===== src/inc/pll_clock_pkg.sv =====
package pll_clock_pkg;

	// register offsets on the 16-bit register port
	localparam logic [15:0] OFF_CLKOUT_STATUS = 16'h7010;
	localparam logic [15:0] OFF_PLL_STATUS    = 16'h7011;
	localparam logic [15:0] OFF_FAST_PRESCALE = 16'h701a;
	localparam logic [15:0] OFF_SLOW_PRESCALE = 16'h701b;
	localparam logic [15:0] OFF_CLK_GATE_0    = 16'h701c;
	localparam logic [15:0] OFF_CLK_GATE_1    = 16'h701d;
	localparam logic [15:0] OFF_PLL_MULT      = 16'h7021;

	// pll_status field positions
	localparam int unsigned STS_LOCK_BIT    = 0;
	localparam int unsigned STS_HALVING_BIT = 1;
	localparam int unsigned STS_DISABLE_BIT = 2;

	// multiplier field
	localparam int unsigned MULT_W = 4;
	localparam logic [3:0]  MULT_BYPASS = 4'h0;
	localparam logic [3:0]  MULT_MAX    = 4'ha;

	// reset values
	localparam logic [15:0] RST_WORD    = 16'h0000;
	localparam logic [3:0]  RST_MULT    = 4'h0;
	localparam logic        RST_HALVING = 1'b0;
	localparam logic        RST_DISABLE = 1'b0;

	// oscillator cycles from a multiplier write to lock
	localparam int unsigned PLL_SETTLE_CYCLES = 131072;

	typedef enum logic [1:0] {
		MODE_OFF    = 2'b00,
		MODE_BYPASS = 2'b01,
		MODE_ENABLE = 2'b10
	} pll_mode_t;

endpackage


===== src/core/pll_clock_module.sv =====
`timescale 1ns/1ps
`default_nettype none

module pll_clock_module #(
	parameter int unsigned SETTLE_CYCLES = pll_clock_pkg::PLL_SETTLE_CYCLES
) (
	// clock and reset
	input  wire logic        core_clk,
	input  wire logic        resetn,
	// register port
	input  wire logic [15:0] reg_addr,
	input  wire logic [15:0] reg_wdata,
	input  wire logic        reg_wr,
	input  wire logic        reg_rd,
	output logic      [15:0] reg_rdata,
	// processor write protection
	input  wire logic        write_protect_override,
	// oscillator presence, from the pad
	input  wire logic        oscillator_present,
	// clock control
	output logic      [1:0]  pll_mode,
	output logic      [3:0]  pll_multiplier,
	output logic             core_halving_select,
	output logic             pll_powered,
	output logic             pll_lock_flag,
	output logic             cpu_input_clock_en,
	output logic             system_clock_output_en,
	output logic             limp_select,
	// peripheral clock settings
	output logic      [15:0] fast_peripheral_prescaler,
	output logic      [15:0] slow_peripheral_prescaler,
	output logic      [15:0] peripheral_clock_gate_0,
	output logic      [15:0] peripheral_clock_gate_1
);

	// register write decode
	logic wr_ok;
	logic mult_wr;
	logic status_wr;

	// stored registers
	logic [15:0] clkout_status_q;
	logic [15:0] fast_prescale_q;
	logic [15:0] slow_prescale_q;
	logic [15:0] clk_gate0_q;
	logic [15:0] clk_gate1_q;
	logic [3:0]  mult_q;
	logic        halving_q;
	logic        disable_q;
	logic        lock_q;

	// mode and outputs
	pll_clock_pkg::pll_mode_t mode_d;
	pll_clock_pkg::pll_mode_t mode_q;
	logic [3:0]  eff_mult_q;
	logic        powered_q;
	logic        cpu_tick_q;
	logic        sys_tick_q;
	logic [15:0] rdata_d;
	logic [15:0] rdata_q;

	// oscillator presence synchroniser and limp detection
	logic osc_meta_q;
	logic osc_sync_q;
	logic osc_seen_q;
	logic limp_q;

	// helpers
	logic settle_done;
	logic ref_tick;
	logic [15:0] status_word;

	assign wr_ok     = reg_wr & write_protect_override;
	// reserved codes are dropped whole, so they never start a relock
	assign mult_wr   = wr_ok && (reg_addr == pll_clock_pkg::OFF_PLL_MULT)
		&& (reg_wdata[3:0] <= pll_clock_pkg::MULT_MAX);
	assign status_wr = wr_ok && (reg_addr == pll_clock_pkg::OFF_PLL_STATUS);

	// plain configuration words
	always_ff @(posedge core_clk) begin
		if (!resetn) begin
			clkout_status_q <= pll_clock_pkg::RST_WORD;
			fast_prescale_q <= pll_clock_pkg::RST_WORD;
			slow_prescale_q <= pll_clock_pkg::RST_WORD;
			clk_gate0_q     <= pll_clock_pkg::RST_WORD;
			clk_gate1_q     <= pll_clock_pkg::RST_WORD;
		end else if (wr_ok) begin
			unique case (reg_addr)
				pll_clock_pkg::OFF_CLKOUT_STATUS: begin
					clkout_status_q <= reg_wdata;
				end
				pll_clock_pkg::OFF_FAST_PRESCALE: begin
					fast_prescale_q <= reg_wdata;
				end
				pll_clock_pkg::OFF_SLOW_PRESCALE: begin
					slow_prescale_q <= reg_wdata;
				end
				pll_clock_pkg::OFF_CLK_GATE_0: begin
					clk_gate0_q <= reg_wdata;
				end
				pll_clock_pkg::OFF_CLK_GATE_1: begin
					clk_gate1_q <= reg_wdata;
				end
				default: begin
				end
			endcase
		end
	end

	// multiplier, reset to bypass
	always_ff @(posedge core_clk) begin
		if (!resetn) begin
			mult_q <= pll_clock_pkg::RST_MULT;
		end else if (mult_wr) begin
			mult_q <= reg_wdata[3:0];
		end
	end

	// halving select and pll disable; ordering against the multiplier
	// is left to software, the hardware takes each write as it comes
	always_ff @(posedge core_clk) begin
		if (!resetn) begin
			halving_q <= pll_clock_pkg::RST_HALVING;
			disable_q <= pll_clock_pkg::RST_DISABLE;
		end else if (status_wr) begin
			halving_q <= reg_wdata[pll_clock_pkg::STS_HALVING_BIT];
			disable_q <= reg_wdata[pll_clock_pkg::STS_DISABLE_BIT];
		end
	end

	pll_settle_timer #(
		.CYCLES (SETTLE_CYCLES)
	) u_settle (
		.core_clk (core_clk),
		.resetn   (resetn),
		.restart  (mult_wr),
		.powered  (~disable_q),
		.done     (settle_done)
	);

	// a write in the cycle the count ends wins: the new ratio is not settled
	always_ff @(posedge core_clk) begin
		if (!resetn) begin
			lock_q <= 1'b0;
		end else if (mult_wr || disable_q) begin
			lock_q <= 1'b0;
		end else if (settle_done) begin
			lock_q <= 1'b1;
		end
	end

	// mode selection
	always_comb begin
		if (disable_q) begin
			mode_d = pll_clock_pkg::MODE_OFF;
		// a write drops to bypass at once, not a cycle after lock falls
		end else if (mult_wr || !lock_q
				|| mult_q == pll_clock_pkg::MULT_BYPASS) begin
			mode_d = pll_clock_pkg::MODE_BYPASS;
		end else begin
			mode_d = pll_clock_pkg::MODE_ENABLE;
		end
	end

	always_ff @(posedge core_clk) begin
		if (!resetn) begin
			mode_q <= pll_clock_pkg::MODE_BYPASS;
		end else begin
			mode_q <= mode_d;
		end
	end

	// multiplication seen by the cpu clock path; zero means none
	always_ff @(posedge core_clk) begin
		if (!resetn) begin
			eff_mult_q <= pll_clock_pkg::MULT_BYPASS;
		end else if (mode_d == pll_clock_pkg::MODE_ENABLE) begin
			eff_mult_q <= mult_q;
		end else begin
			eff_mult_q <= pll_clock_pkg::MULT_BYPASS;
		end
	end

	// bypass keeps the pll running, only off mode powers it down
	always_ff @(posedge core_clk) begin
		if (!resetn) begin
			powered_q <= 1'b1;
		end else begin
			powered_q <= ~disable_q;
		end
	end

	// reference ticks at oscillator over n, shared by every mode
	clk_halver u_halver (
		.core_clk (core_clk),
		.resetn   (resetn),
		.halve    (~halving_q),
		.tick     (ref_tick)
	);

	// the system clock output is the cpu clock passed back out
	always_ff @(posedge core_clk) begin
		if (!resetn) begin
			cpu_tick_q <= 1'b0;
			sys_tick_q <= 1'b0;
		end else begin
			cpu_tick_q <= ref_tick;
			sys_tick_q <= ref_tick;
		end
	end

	// oscillator presence comes from the pad, two flops before use
	always_ff @(posedge core_clk) begin
		if (!resetn) begin
			osc_meta_q <= 1'b0;
			osc_sync_q <= 1'b0;
		end else begin
			osc_meta_q <= oscillator_present;
			osc_sync_q <= osc_meta_q;
		end
	end

	// limp mode is not promised from power-up, only after a good clock
	always_ff @(posedge core_clk) begin
		if (!resetn) begin
			osc_seen_q <= 1'b0;
		end else if (osc_sync_q) begin
			osc_seen_q <= 1'b1;
		end
	end

	always_ff @(posedge core_clk) begin
		if (!resetn) begin
			limp_q <= 1'b0;
		end else begin
			limp_q <= osc_seen_q & ~osc_sync_q
				& (mode_d != pll_clock_pkg::MODE_OFF);
		end
	end

	// read side
	always_comb begin
		status_word = '0;
		status_word[pll_clock_pkg::STS_LOCK_BIT]    = lock_q;
		status_word[pll_clock_pkg::STS_HALVING_BIT] = halving_q;
		status_word[pll_clock_pkg::STS_DISABLE_BIT] = disable_q;
	end

	always_comb begin
		unique case (reg_addr)
			pll_clock_pkg::OFF_CLKOUT_STATUS: begin
				rdata_d = clkout_status_q;
			end
			pll_clock_pkg::OFF_PLL_STATUS: begin
				rdata_d = status_word;
			end
			pll_clock_pkg::OFF_FAST_PRESCALE: begin
				rdata_d = fast_prescale_q;
			end
			pll_clock_pkg::OFF_SLOW_PRESCALE: begin
				rdata_d = slow_prescale_q;
			end
			pll_clock_pkg::OFF_CLK_GATE_0: begin
				rdata_d = clk_gate0_q;
			end
			pll_clock_pkg::OFF_CLK_GATE_1: begin
				rdata_d = clk_gate1_q;
			end
			pll_clock_pkg::OFF_PLL_MULT: begin
				rdata_d = {12'h000, mult_q};
			end
			default: begin
				rdata_d = 16'h0000;
			end
		endcase
	end

	// data stand only in the cycle after the read strobe
	always_ff @(posedge core_clk) begin
		if (!resetn) begin
			rdata_q <= 16'h0000;
		end else if (reg_rd) begin
			rdata_q <= rdata_d;
		end else begin
			rdata_q <= 16'h0000;
		end
	end

	assign reg_rdata                 = rdata_q;
	assign pll_mode                  = mode_q;
	assign pll_multiplier            = eff_mult_q;
	assign core_halving_select       = halving_q;
	assign pll_powered               = powered_q;
	assign pll_lock_flag             = lock_q;
	assign cpu_input_clock_en        = cpu_tick_q;
	assign system_clock_output_en    = sys_tick_q;
	assign limp_select               = limp_q;
	assign fast_peripheral_prescaler = fast_prescale_q;
	assign slow_peripheral_prescaler = slow_prescale_q;
	assign peripheral_clock_gate_0   = clk_gate0_q;
	assign peripheral_clock_gate_1   = clk_gate1_q;

endmodule

`default_nettype wire


===== src/core/clk_halver.sv =====
`timescale 1ns/1ps
`default_nettype none

// one-cycle ticks at the oscillator rate divided by one or two
module clk_halver (
	// clock and reset
	input  wire logic core_clk,
	input  wire logic resetn,
	// divide select: high divides by two
	input  wire logic halve,
	// tick output
	output logic      tick
);

	logic phase_q;
	logic tick_q;

	always_ff @(posedge core_clk) begin
		if (!resetn) begin
			phase_q <= 1'b0;
		end else if (halve) begin
			phase_q <= ~phase_q;
		end else begin
			phase_q <= 1'b0;
		end
	end

	always_ff @(posedge core_clk) begin
		if (!resetn) begin
			tick_q <= 1'b0;
		end else begin
			tick_q <= ~halve | phase_q;
		end
	end

	assign tick = tick_q;

endmodule

`default_nettype wire


===== src/core/pll_settle_timer.sv =====
`timescale 1ns/1ps
`default_nettype none

// counts the settle time after each restart while powered; done pulses once at the end
module pll_settle_timer #(
	parameter int unsigned CYCLES = pll_clock_pkg::PLL_SETTLE_CYCLES
) (
	// clock and reset
	input  wire logic core_clk,
	input  wire logic resetn,
	// control
	input  wire logic restart,
	input  wire logic powered,
	// status
	output logic      done
);

	localparam int unsigned CW = $clog2(CYCLES + 1);
	localparam logic [CW-1:0] LAST = CW'(CYCLES - 1);

	logic [CW-1:0] count_q;
	logic          running_q;
	logic          done_q;

	always_ff @(posedge core_clk) begin
		if (!resetn || !powered) begin
			running_q <= 1'b0;
			count_q   <= '0;
		end else if (restart) begin
			running_q <= 1'b1;
			count_q   <= '0;
		end else if (running_q) begin
			if (count_q == LAST) begin
				running_q <= 1'b0;
			end
			count_q <= count_q + 1'b1;
		end
	end

	// a restart in the final cycle discards the old count
	always_ff @(posedge core_clk) begin
		if (!resetn) begin
			done_q <= 1'b0;
		end else begin
			done_q <= powered & running_q & ~restart & (count_q == LAST);
		end
	end

	assign done = done_q;

endmodule

`default_nettype wire


===== config.mk =====
export PLATFORM = sky130hd
export DESIGN_NAME = pll_clock_module
export DESIGN_NICKNAME = d
export VERILOG_FILES = /design/src/inc/pll_clock_pkg.sv /design/src/core/pll_clock_module.sv /design/src/core/clk_halver.sv /design/src/core/pll_settle_timer.sv
export SDC_FILE = /design/constraint.sdc
export NUM_CORES = 1
export LEC_CHECK = 0
export ABC_AREA = 1
export BUFFER_PORTS_ARGS = -buffer_cell sky130_fd_sc_hd__buf_2
export CORE_MARGIN = 4
export CORE_UTILIZATION = 40
export CTS_CLUSTER_SIZE = 10
export DETAILED_ROUTE_END_ITERATION = 7
export HOLD_SLACK_MARGIN = 0.12
export PLACE_DENSITY = 0.67
export SYNTH_ARGS = -nofsm -noshare
export SYNTH_HDL_FRONTEND = slang
export SYNTH_SLANG_ARGS = --single-unit

===== constraint.sdc =====
create_clock -name core_clk -period 1.9 [get_ports core_clk]
set_input_delay 0.095 -clock core_clk [delete_from_list [all_inputs] [get_ports core_clk]]
set_output_delay 0.095 -clock core_clk [all_outputs]
set_load 0.05 [all_outputs]

==> impl_metrics.yaml <==
outcome:
  status: "finished clean"
synthesis:
  synth_area_leaders: "dfxtp_1 48%, a21oi_1 8.3%, nand3_1 7.0%"
  syn_nets: 794
  synth_top_family_by_area: "simple AND/OR/NAND/NOR gates"
  synth-compound-area-share_pct: 15.9
  syn_area_per_cell_sq_um: 7.58
  synth-xor-area-share_pct: 1.53
  ys_ff_latch: 137
  yosysTopAreaCell: "dfxtp_1"
  netlist_area_sq_um: 5720
  ys_types: 28
  synth_fa_ha_area_share_pct: 0.219
  yosys_warnings: 0
  synth.area.mux_share_pct: 0
  synth_top_area_share_pct: 47.9
  synthSimpleGateAreaFrac_pct: 26.0
  synth_cells: 755
  seq_area_frac_synth_pct: 47.9
cells_and_area:
  drive_gt1_share_pct: 22.0
  multiInputGateArea_sq_um: 2500
  num-nets-final: 940
  n_antenna_cell: 0
  fill_cells: 1335
  fin_util_pct: 53.0
  layout_commonest_cell: "dfxtp_1"
  fin_area_sq_um: 7380
  final_cell_mix: "137 x dfxtp_1, 129 x buf_2, 104 x nand2_1, 95 x nor2_1, 95 x a21oi_1"
  final_cell_count_no_fill: 1094
  regArea_sq_um: 2740
  area_growth_pct: 29.0
cts:
  clkLatencyLatePin_ns: 0.42
  cts_hold_buf: 20
  clk_path_buf_depth: 2
  path_clk_slew_ns: 0.06
  cts_buffers: 17
  clock-root-buffer: "clkbuf_16"
  postCtsSetupBuffers: 0
  cts_tree: "built"
  cts_resized: 0
  h-tree-depth: 4
  cts_sinks: 137
power:
  swShare_pct: 20.9
  clkPwrFrac_pct: 53.2
  p_seq_share_pct: 43.4
  power_frac_comb_pct: 3.4
  power_density_nw_per_um2: 900
  ir_drop_mv: 0.531
  total_power_mw: 6.65
  intPower_mw: 5.26
  switching_power_mw: 1.39
  p_leak_nw: 3.41
global_routing:
  grt_max_degree: 47
  grt_pass1_wl_mm: 26.3
  grt-ovfl-total: 0
  track_usage_pct: 20.4
  antenna_found_initial: 0
  first_global_vias: 5236
route:
  post-route-drc-count: 0
  ant_nets: 0
  vias: 5411
  drtIter0Drc: 318
  wirelength_mm: 16.2
  wl_per_cell_um: 14.8
  via_per_inst: 4.95
  dr.pass1.iters: 8
place:
  placed_cell_area_sq_um: 6550
  port-buffer-count: 129
  dp_cells: 1042
  hpwl_mm: 11.2
  place_ws_ns: 0.313
  gp_congestion: 0.859
sta:
  period_needed_ns: 1.73
  max-slew-margin-rel_pct: 51.0
  report.final.slew_viol_count: 0
  holdWs_ns: 0.152
  fin_crit_sh_pct: 91.0
  setup_viol: 0
  setup-tns-final_ns: 0
  clock_skew_ns: 0.0112
  setup_ws_ns: 0.171
  tightest_slew_ns: 0.733
  rsz0062_at_grt: "no"
  hold_violations: 0
  max_freq_ghz: 0.578
floorplanning:
  die-area_sq_um: 16300
  dieWidth_um: 128
  pin_count: 130
  fp-row-count: 43
  die-height_um: 128
  core_sq_um: 13900
  start_util_pct: 41.1
critical_path:
  cp-end-kind: "register"
  path_max_fanout: 8
  required_ns: 2.21
  crit_type: "in -> reg"
  critPathArrivalTime_ns: 2.04
  worstSetupStartpointType: "input port"
run:
  maxCapViolations: 0
min_path:
  hold_path_class: "in -> reg"
==> cell type report <==
class / count / area share (%)
clock inverter: 11 / 2.27
timing repair buffer: 165 / 13.9
clock buffer: 21 / 6.37
multi-input combinational: 514 / 33.9
tap: 180 / 3.05
sequential: 137 / 37.1
inverter: 66 / 3.36
==> power by group through the flow <==
stage          Sequential, mW  Combinational (mW)  Clock [mW]
3_3_place_gp             2.94               0.196           0
2_1_floorplan            2.95               0.107           0
3_5_place_dp             2.95               0.197           0
4_1_cts                  2.88               0.227        3.58
6_report                 2.88               0.228        3.54
5_1_grt                  2.88               0.251        3.72
==> state kept, by name (all words and copies together) (netlist names), 4 cells and up <==
signal and flops:
u_settle.count_q 18, pll_multiplier 4, fast_peripheral_prescaler 16, mult_q 4, peripheral_clock_gate_0 16, peripheral_clock_gate_1 16
reg_rdata 16, slow_peripheral_prescaler 16, clkout_status_q 16
==> Yosys cell counts (all sizes together) <==
cell and number:
nor3b 2, xor2 7, nor2 111, nor4 1
clkbuf 10, buf 28, xnor2 3, clkinv 2
nand3 80, o21ai 85, inv 64, ha 1
o21bai 1, dfxtp 137, a21oi 95, nand4 10
nand2 112, nor3 5, or2 1
==> final timing paths <==
| kind | startpoint | to | slack, ns | cells after the start |
|---|---|---|---|---|
| setup reg to reg | u_settle.running_q | u_settle.count_q[17] | 0.32 | 6 |
| hold / removal | reg_addr[10] | mult_q[0] | 0.15 | 7 |
| hold reg to reg | u_halver.tick | system_clock_output_en | 0.41 | 2 |
| setup / recovery | reg_wdata[2] | mult_q[2] | 0.17 | 9 |
==> kinds of logic after synthesis <==
| family | after synthesis |
|---|---|
| flip-flops | 137 |
| AO/OA/AOI/OAI | 181 |
| adder cells (fa/ha/maj) | 1 |
| AND/OR/NAND/NOR | 322 |
| XOR/XNOR | 10 |
| buffers and inverters | 104 |
==> critical path, cell delays in order <==
cell and delay, ns:
dlygate4sd3_1 0.53, buf_2 0.13, inv_1 0.23, a21oi_1 0.11
inv_1 0.15, nand2_4 0.11, nand2_1 0.07, a21oi_1 0.05
dlygate4sd3_1 0.54
==> metal layers <==
layer / share of wire (%) / vias up / global-route usage [%]
met5: 0 / - / 0
met4: 2.5 / 0 / 8.11
met3: 6.5 / 28 / 5.64
met2: 45 / 171 / 32.3
met1: 46 / 2428 / 26.3
li1: - / 2784 / -
(Power assumes the default switching activity.)
